$ cat src/gpic_pkg.sv
// Overview of operation
// - Four writable enable registers; one bit per source, one passes, zero blocks.
// - Block-generated sources are flagged on a rising edge of their request line.
// - Each edge request latches into a source flag that stays until software clears it.
// - Six groups; group n holds enable bit n of all four enable registers.
// - Each group takes one of four levels from its bits in two level registers.
// - A running routine is preempted only by a strictly higher level request.
// - Among simultaneous requests of different level the higher level wins.
// - Equal levels use scan order: group 0 first, then enable register a to d.
// - Bit 7 of enable register a gates all interrupts globally.
// - The global block input overrides the gate and blocks all requests; an acknowledge in the cycle it rises is still accepted.
// - One active flag per level; return clears the highest active flag only.
// - Source flags are never cleared by hardware on handler entry.
`default_nettype none
package gpic_pkg;
	localparam int ADDR_W = 5;
	localparam int DATA_W = 8;
	localparam int NUM_GRP = 6;
	localparam int NUM_BANK = 4;
	localparam int NUM_SLOT = 24;
	localparam int NUM_LVL = 4;
	localparam int LVL_W = 2;
	localparam int SLOT_W = 5;
	localparam int EVT_W = 10;
	localparam int CLS_W = 5;
	localparam int XEXT_W = 2;
	localparam int STAT_W = 3;
	////////////////////////////////////////////////////////////////////////////////
	// Register offsets
	localparam logic [4:0] OFS_EN_A = 5'h00;
	localparam logic [4:0] OFS_LVL_HI = 5'h04;
	localparam logic [4:0] OFS_XPOL = 5'h05;
	localparam logic [4:0] OFS_STAT = 5'h06;
	localparam logic [4:0] OFS_STAT_CLR = 5'h07;
	localparam logic [4:0] OFS_SRC_A = 5'h08;
	localparam logic [4:0] OFS_STAT_EN = 5'h09;
	localparam logic [4:0] OFS_STATE = 5'h0A;
	localparam logic [4:0] OFS_SRC_B = 5'h10;
	localparam logic [4:0] OFS_LVL_LO = 5'h18;
	////////////////////////////////////////////////////////////////////////////////
	// Field layout and reset values
	localparam int GATE_BIT = 7;
	localparam logic [7:0] EN_A_MASK = 8'hBF;
	localparam logic [7:0] EN_MASK = 8'h3F;
	localparam logic [7:0] SRC_B_MASK = 8'hF0;
	localparam logic [7:0] EN_RST = 8'h00;
	localparam logic [5:0] LVL_RST = 6'h00;
	localparam logic [1:0] XPOL_RST = 2'h3;
	localparam logic [2:0] STAT_EN_RST = 3'h0;
	localparam logic [23:0] IMPL_MASK = 24'hC3CFBF;
	localparam int FA_DH = 0;
	localparam int FA_AH = 1;
	localparam int FA_PW = 2;
	localparam int FA_DV = 3;
	localparam int FA_AV = 4;
	localparam int FA_WT = 5;
	localparam int FA_ADC = 6;
	localparam int FA_L24 = 7;
	localparam int FB_XA = 4;
	localparam int FB_XB = 5;
	localparam int FB_ADW = 6;
	localparam int FB_CC = 7;
	localparam int EVT_CC = 8;
	localparam int EVT_ADW = 9;
	localparam int SLOT_ADC = 5;
	localparam int SLOT_XA = 7;
	localparam int SLOT_WT = 8;
	localparam int SLOT_XB = 9;
	localparam int SLOT_AV = 10;
	localparam int SLOT_DV = 11;
	localparam int SLOT_PW = 14;
	localparam int SLOT_CC = 15;
	localparam int SLOT_AH = 16;
	localparam int SLOT_DH = 17;
	localparam int SLOT_L24 = 22;
	localparam int SLOT_ADW = 23;
	localparam int ST_ACCEPT = 0;
	localparam int ST_NEST = 1;
	localparam int ST_STRAY = 2;
endpackage
`default_nettype wire

$ cat src/gpic_arb_if.sv
`timescale 1ns/1ps
`default_nettype none
interface gpic_arb_if;
	logic [gpic_pkg::NUM_SLOT-1:0] req;
	logic [gpic_pkg::NUM_GRP-1:0] lvl_lo;
	logic [gpic_pkg::NUM_GRP-1:0] lvl_hi;
	logic [gpic_pkg::NUM_LVL-1:0] active;
	logic win_valid;
	logic [gpic_pkg::SLOT_W-1:0] win_slot;
	logic [gpic_pkg::LVL_W-1:0] win_level;
	modport arb (input req, lvl_lo, lvl_hi, active, output win_valid, win_slot, win_level);
	modport ctl (output req, lvl_lo, lvl_hi, active, input win_valid, win_slot, win_level);
endinterface // gpic_arb_if
`default_nettype wire

$ cat src/gpic_top.sv
// Design decisions made here: the register offsets and the strobed register port.
`timescale 1ns/1ps
`default_nettype none
module gpic_top (
	// Clock and reset
	input wire logic REF_CLK_IN,
	input wire logic RESETN_IN,
	// Register port
	input wire logic [gpic_pkg::ADDR_W-1:0] REG_ADDR_IN,
	input wire logic [gpic_pkg::DATA_W-1:0] REG_WDATA_IN,
	input wire logic REG_WR_IN,
	input wire logic REG_RD_IN,
	output logic [gpic_pkg::DATA_W-1:0] REG_RDATA_OUT,
	// Request sources
	input wire logic [gpic_pkg::CLS_W-1:0] LEVEL_REQ_IN,
	input wire logic [gpic_pkg::EVT_W-1:0] EVT_REQ_IN,
	input wire logic [gpic_pkg::XEXT_W-1:0] EXTRA_EXT_IN,
	input wire logic GLOBAL_IRQ_BLOCK_IN,
	// Core handshake
	input wire logic ACK_IN,
	input wire logic RETI_IN,
	output logic INT_REQ_OUT,
	output logic [gpic_pkg::SLOT_W-1:0] INT_SLOT_OUT,
	output logic [gpic_pkg::LVL_W-1:0] INT_LEVEL_OUT,
	output logic [gpic_pkg::NUM_LVL-1:0] ACTIVE_LEVELS_OUT,
	// Controller interrupt
	output logic IRQ_OUT
);
	logic [7:0] en_r [gpic_pkg::NUM_BANK];
	logic [5:0] lvl_lo_r;
	logic [5:0] lvl_hi_r;
	logic [1:0] xpol_r;
	logic [7:0] src_a_r;
	logic [7:0] src_b_r;
	logic [7:0] src_a_nxt;
	logic [7:0] src_b_nxt;
	logic [7:0] set_a;
	logic [7:0] set_b;
	logic [gpic_pkg::EVT_W-1:0] evt_prev_r;
	logic [gpic_pkg::EVT_W-1:0] evt_rise;
	logic [1:0] xs1_r;
	logic [1:0] xs2_r;
	logic [1:0] xs3_r;
	logic [1:0] xedge;
	logic [3:0] active_r;
	logic [3:0] active_nxt;
	logic [3:0] act_top;
	logic [3:0] lvl_hot;
	logic [2:0] stat_r;
	logic [2:0] stat_nxt;
	logic [2:0] stat_en_r;
	logic [2:0] stat_evt;
	logic [23:0] raw;
	logic [23:0] en_all;
	logic [23:0] req;
	logic [7:0] rd_mux;
	logic gate_ok;
	logic accept;

	gpic_arb_if arb ();

	////////////////////////////////////////////////////////////////////////////////
	// Write decode
	wire logic wr_lvl_lo = REG_WR_IN && REG_ADDR_IN == gpic_pkg::OFS_LVL_LO;
	wire logic wr_lvl_hi = REG_WR_IN && REG_ADDR_IN == gpic_pkg::OFS_LVL_HI;
	wire logic wr_xpol = REG_WR_IN && REG_ADDR_IN == gpic_pkg::OFS_XPOL;
	wire logic wr_src_a = REG_WR_IN && REG_ADDR_IN == gpic_pkg::OFS_SRC_A;
	wire logic wr_src_b = REG_WR_IN && REG_ADDR_IN == gpic_pkg::OFS_SRC_B;
	wire logic wr_stat_clr = REG_WR_IN && REG_ADDR_IN == gpic_pkg::OFS_STAT_CLR;
	wire logic wr_stat_en = REG_WR_IN && REG_ADDR_IN == gpic_pkg::OFS_STAT_EN;

	////////////////////////////////////////////////////////////////////////////////
	// Enable registers
	genvar b;
	generate
		for (b = 0; b < gpic_pkg::NUM_BANK; b++)
		begin : g_en
			localparam logic [7:0] MASK = (b == 0) ? gpic_pkg::EN_A_MASK : gpic_pkg::EN_MASK;
			wire logic wr_en = REG_WR_IN && REG_ADDR_IN == gpic_pkg::OFS_EN_A + 5'(b);
			always_ff @(posedge REF_CLK_IN or negedge RESETN_IN)
			begin
				if (!RESETN_IN)
					en_r[b] <= gpic_pkg::EN_RST;
				else if (wr_en)
					en_r[b] <= REG_WDATA_IN & MASK;
			end
			assign en_all[b * gpic_pkg::NUM_GRP +: gpic_pkg::NUM_GRP] = en_r[b][5:0];
		end
	endgenerate

	////////////////////////////////////////////////////////////////////////////////
	// Level and polarity registers
	always_ff @(posedge REF_CLK_IN or negedge RESETN_IN)
	begin
		if (!RESETN_IN)
		begin
			lvl_lo_r <= gpic_pkg::LVL_RST;
			lvl_hi_r <= gpic_pkg::LVL_RST;
			xpol_r <= gpic_pkg::XPOL_RST;
			stat_en_r <= gpic_pkg::STAT_EN_RST;
		end
		else
		begin
			if (wr_lvl_lo)
				lvl_lo_r <= REG_WDATA_IN[5:0];
			if (wr_lvl_hi)
				lvl_hi_r <= REG_WDATA_IN[5:0];
			if (wr_xpol)
				xpol_r <= REG_WDATA_IN[1:0];
			if (wr_stat_en)
				stat_en_r <= REG_WDATA_IN[2:0];
		end
	end

	////////////////////////////////////////////////////////////////////////////////
	// Edge capture
	assign evt_rise = EVT_REQ_IN & ~evt_prev_r;
	assign xedge = (xs2_r & ~xs3_r & xpol_r) | (~xs2_r & xs3_r & ~xpol_r);

	always_ff @(posedge REF_CLK_IN or negedge RESETN_IN)
	begin
		if (!RESETN_IN)
		begin
			evt_prev_r <= '0;
			xs1_r <= '0;
			xs2_r <= '0;
			xs3_r <= '0;
		end
		else
		begin
			evt_prev_r <= EVT_REQ_IN;
			xs1_r <= EXTRA_EXT_IN;
			xs2_r <= xs1_r;
			xs3_r <= xs2_r;
		end
	end

	////////////////////////////////////////////////////////////////////////////////
	// Source flags
	always_comb
	begin
		set_a = evt_rise[7:0];
		set_b = '0;
		set_b[gpic_pkg::FB_CC] = evt_rise[gpic_pkg::EVT_CC];
		set_b[gpic_pkg::FB_ADW] = evt_rise[gpic_pkg::EVT_ADW];
		set_b[gpic_pkg::FB_XA] = xedge[0];
		set_b[gpic_pkg::FB_XB] = xedge[1];
	end

	// Zero clears, one keeps; a new edge beats the clear
	assign src_a_nxt = (wr_src_a ? src_a_r & REG_WDATA_IN : src_a_r) | set_a;
	assign src_b_nxt = ((wr_src_b ? src_b_r & REG_WDATA_IN : src_b_r) | set_b)
		& gpic_pkg::SRC_B_MASK;

	always_ff @(posedge REF_CLK_IN or negedge RESETN_IN)
	begin
		if (!RESETN_IN)
		begin
			src_a_r <= '0;
			src_b_r <= '0;
		end
		else
		begin
			src_a_r <= src_a_nxt;
			src_b_r <= src_b_nxt;
		end
	end

	////////////////////////////////////////////////////////////////////////////////
	// Request vector
	always_comb
	begin
		raw = '0;
		raw[gpic_pkg::CLS_W-1:0] = LEVEL_REQ_IN;
		raw[gpic_pkg::SLOT_ADC] = src_a_r[gpic_pkg::FA_ADC];
		raw[gpic_pkg::SLOT_XA] = src_b_r[gpic_pkg::FB_XA];
		raw[gpic_pkg::SLOT_WT] = src_a_r[gpic_pkg::FA_WT];
		raw[gpic_pkg::SLOT_XB] = src_b_r[gpic_pkg::FB_XB];
		raw[gpic_pkg::SLOT_AV] = src_a_r[gpic_pkg::FA_AV];
		raw[gpic_pkg::SLOT_DV] = src_a_r[gpic_pkg::FA_DV];
		raw[gpic_pkg::SLOT_PW] = src_a_r[gpic_pkg::FA_PW];
		raw[gpic_pkg::SLOT_CC] = src_b_r[gpic_pkg::FB_CC];
		raw[gpic_pkg::SLOT_AH] = src_a_r[gpic_pkg::FA_AH];
		raw[gpic_pkg::SLOT_DH] = src_a_r[gpic_pkg::FA_DH];
		raw[gpic_pkg::SLOT_L24] = src_a_r[gpic_pkg::FA_L24];
		raw[gpic_pkg::SLOT_ADW] = src_b_r[gpic_pkg::FB_ADW];
	end

	assign gate_ok = en_r[0][gpic_pkg::GATE_BIT] && !GLOBAL_IRQ_BLOCK_IN;
	assign req = raw & en_all & gpic_pkg::IMPL_MASK & {24{gate_ok}};

	assign arb.req = req;
	assign arb.lvl_lo = lvl_lo_r;
	assign arb.lvl_hi = lvl_hi_r;
	assign arb.active = active_r;

	gpic_arbiter u_arb (
		.arb_io(arb.arb)
	);

	////////////////////////////////////////////////////////////////////////////////
	// Active levels
	assign act_top = active_r[3] ? 4'h8 : active_r[2] ? 4'h4 : active_r[1] ? 4'h2
		: active_r[0] ? 4'h1 : 4'h0;
	assign lvl_hot = 4'h1 << INT_LEVEL_OUT;
	assign accept = ACK_IN && INT_REQ_OUT;
	assign active_nxt = (active_r & ~(RETI_IN ? act_top : 4'h0))
		| (accept ? lvl_hot : 4'h0);

	////////////////////////////////////////////////////////////////////////////////
	// Event status
	assign stat_evt = {RETI_IN && active_r == 4'h0, accept && active_r != 4'h0, accept};
	assign stat_nxt = (stat_r & ~(wr_stat_clr ? REG_WDATA_IN[2:0] : 3'h0)) | stat_evt;

	////////////////////////////////////////////////////////////////////////////////
	// Read mux
	always_comb
	begin
		case (REG_ADDR_IN)
			gpic_pkg::OFS_EN_A: rd_mux = en_r[0];
			gpic_pkg::OFS_EN_A + 5'h01: rd_mux = en_r[1];
			gpic_pkg::OFS_EN_A + 5'h02: rd_mux = en_r[2];
			gpic_pkg::OFS_EN_A + 5'h03: rd_mux = en_r[3];
			gpic_pkg::OFS_LVL_LO: rd_mux = {2'h0, lvl_lo_r};
			gpic_pkg::OFS_LVL_HI: rd_mux = {2'h0, lvl_hi_r};
			gpic_pkg::OFS_XPOL: rd_mux = {6'h00, xpol_r};
			gpic_pkg::OFS_SRC_A: rd_mux = src_a_r;
			gpic_pkg::OFS_SRC_B: rd_mux = src_b_r;
			gpic_pkg::OFS_STAT: rd_mux = {5'h00, stat_r};
			gpic_pkg::OFS_STAT_EN: rd_mux = {5'h00, stat_en_r};
			gpic_pkg::OFS_STATE: rd_mux = {INT_REQ_OUT, 1'h0, INT_LEVEL_OUT, active_r};
			default: rd_mux = 8'h00;
		endcase
	end

	////////////////////////////////////////////////////////////////////////////////
	// Output registers
	always_ff @(posedge REF_CLK_IN or negedge RESETN_IN)
	begin
		if (!RESETN_IN)
		begin
			active_r <= '0;
			stat_r <= '0;
			IRQ_OUT <= 1'h0;
			REG_RDATA_OUT <= '0;
			INT_REQ_OUT <= 1'h0;
			INT_SLOT_OUT <= '0;
			INT_LEVEL_OUT <= '0;
			ACTIVE_LEVELS_OUT <= '0;
		end
		else
		begin
			active_r <= active_nxt;
			stat_r <= stat_nxt;
			IRQ_OUT <= |(stat_r & stat_en_r);
			REG_RDATA_OUT <= REG_RD_IN ? rd_mux : 8'h00;
			INT_REQ_OUT <= arb.win_valid && !accept;
			INT_SLOT_OUT <= arb.win_slot;
			INT_LEVEL_OUT <= arb.win_level;
			ACTIVE_LEVELS_OUT <= active_nxt;
		end
	end
endmodule // gpic_top
`default_nettype wire

$ cat src/gpic_arbiter.sv
`timescale 1ns/1ps
`default_nettype none
module gpic_arbiter (
	// Arbitration port
	gpic_arb_if.arb arb_io
);
	logic [gpic_pkg::LVL_W-1:0] grp_lvl [gpic_pkg::NUM_GRP];
	logic found;
	logic [gpic_pkg::LVL_W-1:0] best;
	logic [gpic_pkg::SLOT_W-1:0] slot;

	////////////////////////////////////////////////////////////////////////////////
	// Group levels
	genvar g;
	generate
		for (g = 0; g < gpic_pkg::NUM_GRP; g++)
		begin : g_lvl
			assign grp_lvl[g] = {arb_io.lvl_hi[g], arb_io.lvl_lo[g]};
		end
	endgenerate

	////////////////////////////////////////////////////////////////////////////////
	// Scan in group order, keep first of the highest level
	always_comb
	begin
		logic busy;
		logic [gpic_pkg::LVL_W-1:0] ceil;
		int s;
		busy = |arb_io.active;
		ceil = '0;
		s = 0;
		found = 1'h0;
		best = '0;
		slot = '0;
		for (int l = 0; l < gpic_pkg::NUM_LVL; l++)
		begin
			if (arb_io.active[l])
				ceil = gpic_pkg::LVL_W'(l);
		end
		for (int gi = 0; gi < gpic_pkg::NUM_GRP; gi++)
		begin
			for (int b = 0; b < gpic_pkg::NUM_BANK; b++)
			begin
				s = b * gpic_pkg::NUM_GRP + gi;
				if (arb_io.req[s] && (!busy || grp_lvl[gi] > ceil)
					&& (!found || grp_lvl[gi] > best))
				begin
					found = 1'h1;
					best = grp_lvl[gi];
					slot = gpic_pkg::SLOT_W'(s);
				end
			end
		end
	end

	assign arb_io.win_valid = found;
	assign arb_io.win_slot = slot;
	assign arb_io.win_level = best;
endmodule // gpic_arbiter
`default_nettype wire

$ cat config.mk
export PLATFORM = sky130hd
export DESIGN_NAME = gpic_top
export DESIGN_NICKNAME = d
export VERILOG_FILES = /design/src/gpic_pkg.sv /design/src/gpic_arb_if.sv /design/src/gpic_top.sv /design/src/gpic_arbiter.sv
export SDC_FILE = /design/constraint.sdc
export NUM_CORES = 1
export LEC_CHECK = 0
export BUFFER_PORTS_ARGS = -buffer_cell sky130_fd_sc_hd__buf_4
export CORE_MARGIN = 3
export CORE_UTILIZATION = 25
export CTS_CLUSTER_DIAMETER = 60
export DETAILED_ROUTE_END_ITERATION = 8
export PLACE_DENSITY = 0.51
export SYNTH_ARGS = -nofsm -noshare
export SYNTH_HDL_FRONTEND = slang
export SYNTH_SLANG_ARGS = --single-unit
$ cat constraint.sdc
create_clock -name REF_CLK_IN -period 63.2 [get_ports REF_CLK_IN]
set_clock_uncertainty 0.15 [all_clocks]
set_input_delay 6.32 -clock REF_CLK_IN [delete_from_list [all_inputs] [get_ports REF_CLK_IN]]
set_output_delay 6.32 -clock REF_CLK_IN [all_outputs]
set_load 0.03 [all_outputs]
==> impl_metrics.yaml <==
outcome:
  outcome: "finished clean"
placement:
  gp_congestion: 0.8446
  placed_area_mm2: 0.006862
  portBuffers: 57
  dp_hpwl_um: 13970
floorplan:
  floorplan.initialDensity_pct: 25.60
  num_rows: 56
  num_io_pins: 58
  die_x_um: 161.7
  core-area_mm2: 0.02368
  die-height_um: 161.7
  die-area_mm2: 0.02615
layout:
  final_layout_size_suffix_gt1_share_pct: 25.59
  area_delta_synth_final_pct: 18.95
  final_cell_mix: "dfrtp_1, nand2_1, buf_4"
  antenna_cells: 0
  layout_commonest_cell: "dfrtp_1"
  fin_area_mm2: 0.007211
  finalNetCount: 749
global_route:
  antenna_found_initial: 0
  grt_first_pass_wirelength_um: 28720
  gr-usage-all-layers_pct: 13.99
  grt_max_degree: 55
  grt_overflow: 0
  grt_pass1_vias: 4935
route:
  first_iter_violations: 325
  drc: 0
  ant_nets: 0
  wl_um: 18250
  drtPass1Iterations: 6
  post_drt_via_cell_ratio: 5.047
  wl_per_cell_um: 18.27
  vias: 5042
logic_synthesis:
  yosys_register_bits: 94
  yosysUniqueCellTypes: 88
  synth_area_mm2: 0.006062
  synthFlopType: "dfrtp_1"
  synth.largest_area_cell: "dfrtp_1"
  syn_avg_cell_area_um2: 9.873
  synthCells: 614
  async_reset_ff_share_pct: 100.0
  yosysWarningCount: 0
  ys_seq_area_share_pct: 38.84
  syn_nets: 688
  synth_top_area_share_pct: 37.98
  synthTopCellsByArea: "dfrtp_1, mux2_2, ha_1, nand2_1, o21ai_0"
  synth_edf_count: 0
clocking:
  post_cts_resized: 0
  postCtsSetupBuffers: 0
  cts_buffers: 9
  clockRootBuffer: "clkbuf_16"
  numClockSinks: 94
  cts.clk_slew.worst_paths_ps: 70
  ctsHoldBuffers: 0
  cts_tree: "done"
  clk_path_buf_depth: 2
  htree_levels: 3
  clkLatencyLatePin_ps: 340
critical_path:
  startpoint_type: "input port"
  crit_fanout: 11
  reg2reg_depth: 113
  critPathCaptureType: "flip-flop"
  cpPeakStageDelay_ps: 430
  cp_slowest_cell: "a211o_1"
  arrival_ps: 28380
  worstSetupPathType: "in2reg"
  cp_common_cell: "ha_1"
  worstPathRequired_ps: 63290
power_and_ir_drop:
  power_frac_seq_pct: 35.5
  p_clk_share_pct: 27.7
  p_int_mw: 0.1450
  p_leak_nw: 3.177
  p_sw_mw: 0.08457
  netSwitchingFraction_pct: 36.83
  power.density_mw_per_mm2: 31.84
  ir_worst_vdd_uv: 12.47
  power_frac_comb_pct: 36.8
timing:
  hold_viol: 0
  fmaxAchievable_mhz: 35.34
  layout_min_cycle_time_ps: 28290
  tightest_slew_ps: 1024
  maxSlewHeadroom_pct: 30.79
  post-route-period-util_pct: 44.77
  slew_violations: 0
  fin_tns_setup_ps: 0
  rsz0062_at_grt: "no"
  setup_violations: 0
hold_path:
  holdPathStages: 0
  min_path_type: "reg2reg"
flow_run:
  maxCapViolations: 0
## power groups by stage
stage / combinational (mW) / sequential (mW) / clock, mW
floorplan: 0.0574 / 0.0827 / 0
global placement: 0.0835 / 0.0826 / 0
detailed placement: 0.0843 / 0.0826 / 0
CTS: 0.0848 / 0.0815 / 0.0646
global route: 0.0952 / 0.0830 / 0.0668
finish: 0.0845 / 0.0814 / 0.0637
## Yosys cell counts (3+ instances only)
cell type and n:
a21oi_2 3, nor3_1 4, nand3_1 13, nor2b_1 18, o31ai_1 4, or3_1 3
nand4_1 4, mux2_2 47, a21oi_1 22, nor3_2 3, mux2_4 6, o21ai_1 4
o21ai_0 47, inv_1 29, a22oi_1 15, nand2_2 4, a221oi_1 8, nand2b_1 5
clkbuf_1 8, o211ai_1 5, a21o_1 4, nand2_1 77, mux2i_1 3, or2_2 3
and2_1 11, a22o_1 13, and3_1 6, a222oi_1 3, a211oi_1 4, ha_1 37
a31oi_1 9, o2111ai_1 3, nor2_1 29, dfrtp_1 92
## stage by stage
stage / setup WS, ps / power [mW] / hold WS (ps) / std cells / util [%]
after floorplan: 37460 / 0.1402 / 181.2 / 614 / -
after CTS: 35060 / 0.2310 / 210.3 / 999 / 30.45
after global routing: 33060 / 0.2449 / 216.3 / 999 / 30.45
final: 34910 / 0.2296 / 207.8 / 999 / 30.45
after global placement: 34970 / 0.1661 / 182.0 / 983 / 28.97
after detailed placement: 34780 / 0.1669 / 196.2 / 983 / 28.97
## cell type report
type                       count  area, um^2
multi-input combinational    479        3537
tap                          319       399.1
clock buffer                  11       242.7
clock inverter                 5       106.4
sequential                    94        2355
inverter                      30       112.6
fill                        2537       16470
timing repair buffer          61       457.9
## per-layer routing
| metal | global-route usage (%) | wire, um | up-vias |
|---|---|---|---|
| met5 | 0 | 0 | - |
| met1 | 19.90 | 8748 | 2491 |
| met2 | 22.31 | 8517 | 111 |
| met4 | 3.955 | 312 | 0 |
| li1 | - | - | 2418 |
| met3 | 1.938 | 674 | 22 |
## worst max-delay path: cells and delay by family
kind | cells | cell delay (ps)
adders and majority gates | 16 | 4410
buffers and inverters | 5 | 510
muxes | 9 | 3130
AOI/OAI and AO/OA | 38 | 7260
and+or+nand+nor | 44 | 6740
## worst paths after layout
check	start	end	slack, ps
setup / recovery	GLOBAL_IRQ_BLOCK_IN	INT_LEVEL_OUT[0]	34910
hold / removal	xs1_r[0]	xs2_r[0]	210
setup reg to reg	active_r[3]	INT_LEVEL_OUT[0]	39850
hold reg to reg	xs1_r[0]	xs2_r[0]	210
max in group asynchronous	RESETN_IN	arb.lvl_lo[2]	56000
min in group asynchronous	RESETN_IN	evt_prev_r[3]	5800
## logic make-up after synthesis
kind of cell / count (synthesis) / share of synthesized area [%]
DFF: 94 / 38.84
and+or+nand+nor: 199 / 16.84
adders and majority gates: 38 / 7.822
AOI/OAI and AO/OA: 185 / 22.79
muxes: 57 / 10.90
buffers and inverters: 41 / 2.807
## sequential cells by signal, indices dropped and copies added, names as in the netlist
| register | cells |
|---|---|
| xs2_r | 2 |
| INT_REQ_OUT | 1 |
| stat_en_r | 3 |
| stat_r | 3 |
| IRQ_OUT | 1 |
| INT_LEVEL_OUT | 2 |
| en_r | 1 |
| xs1_r | 2 |
| INT_SLOT_OUT | 5 |
| active_r | 4 |
| src_b_r | 4 |
| arb.lvl_hi | 6 |
| en_all | 24 |
| arb.lvl_lo | 6 |
| REG_RDATA_OUT | 8 |
| xs3_r | 2 |
| src_a_r | 8 |
| xpol_r | 2 |
| evt_prev_r | 10 |
Power figures use the tool's default switching activity.
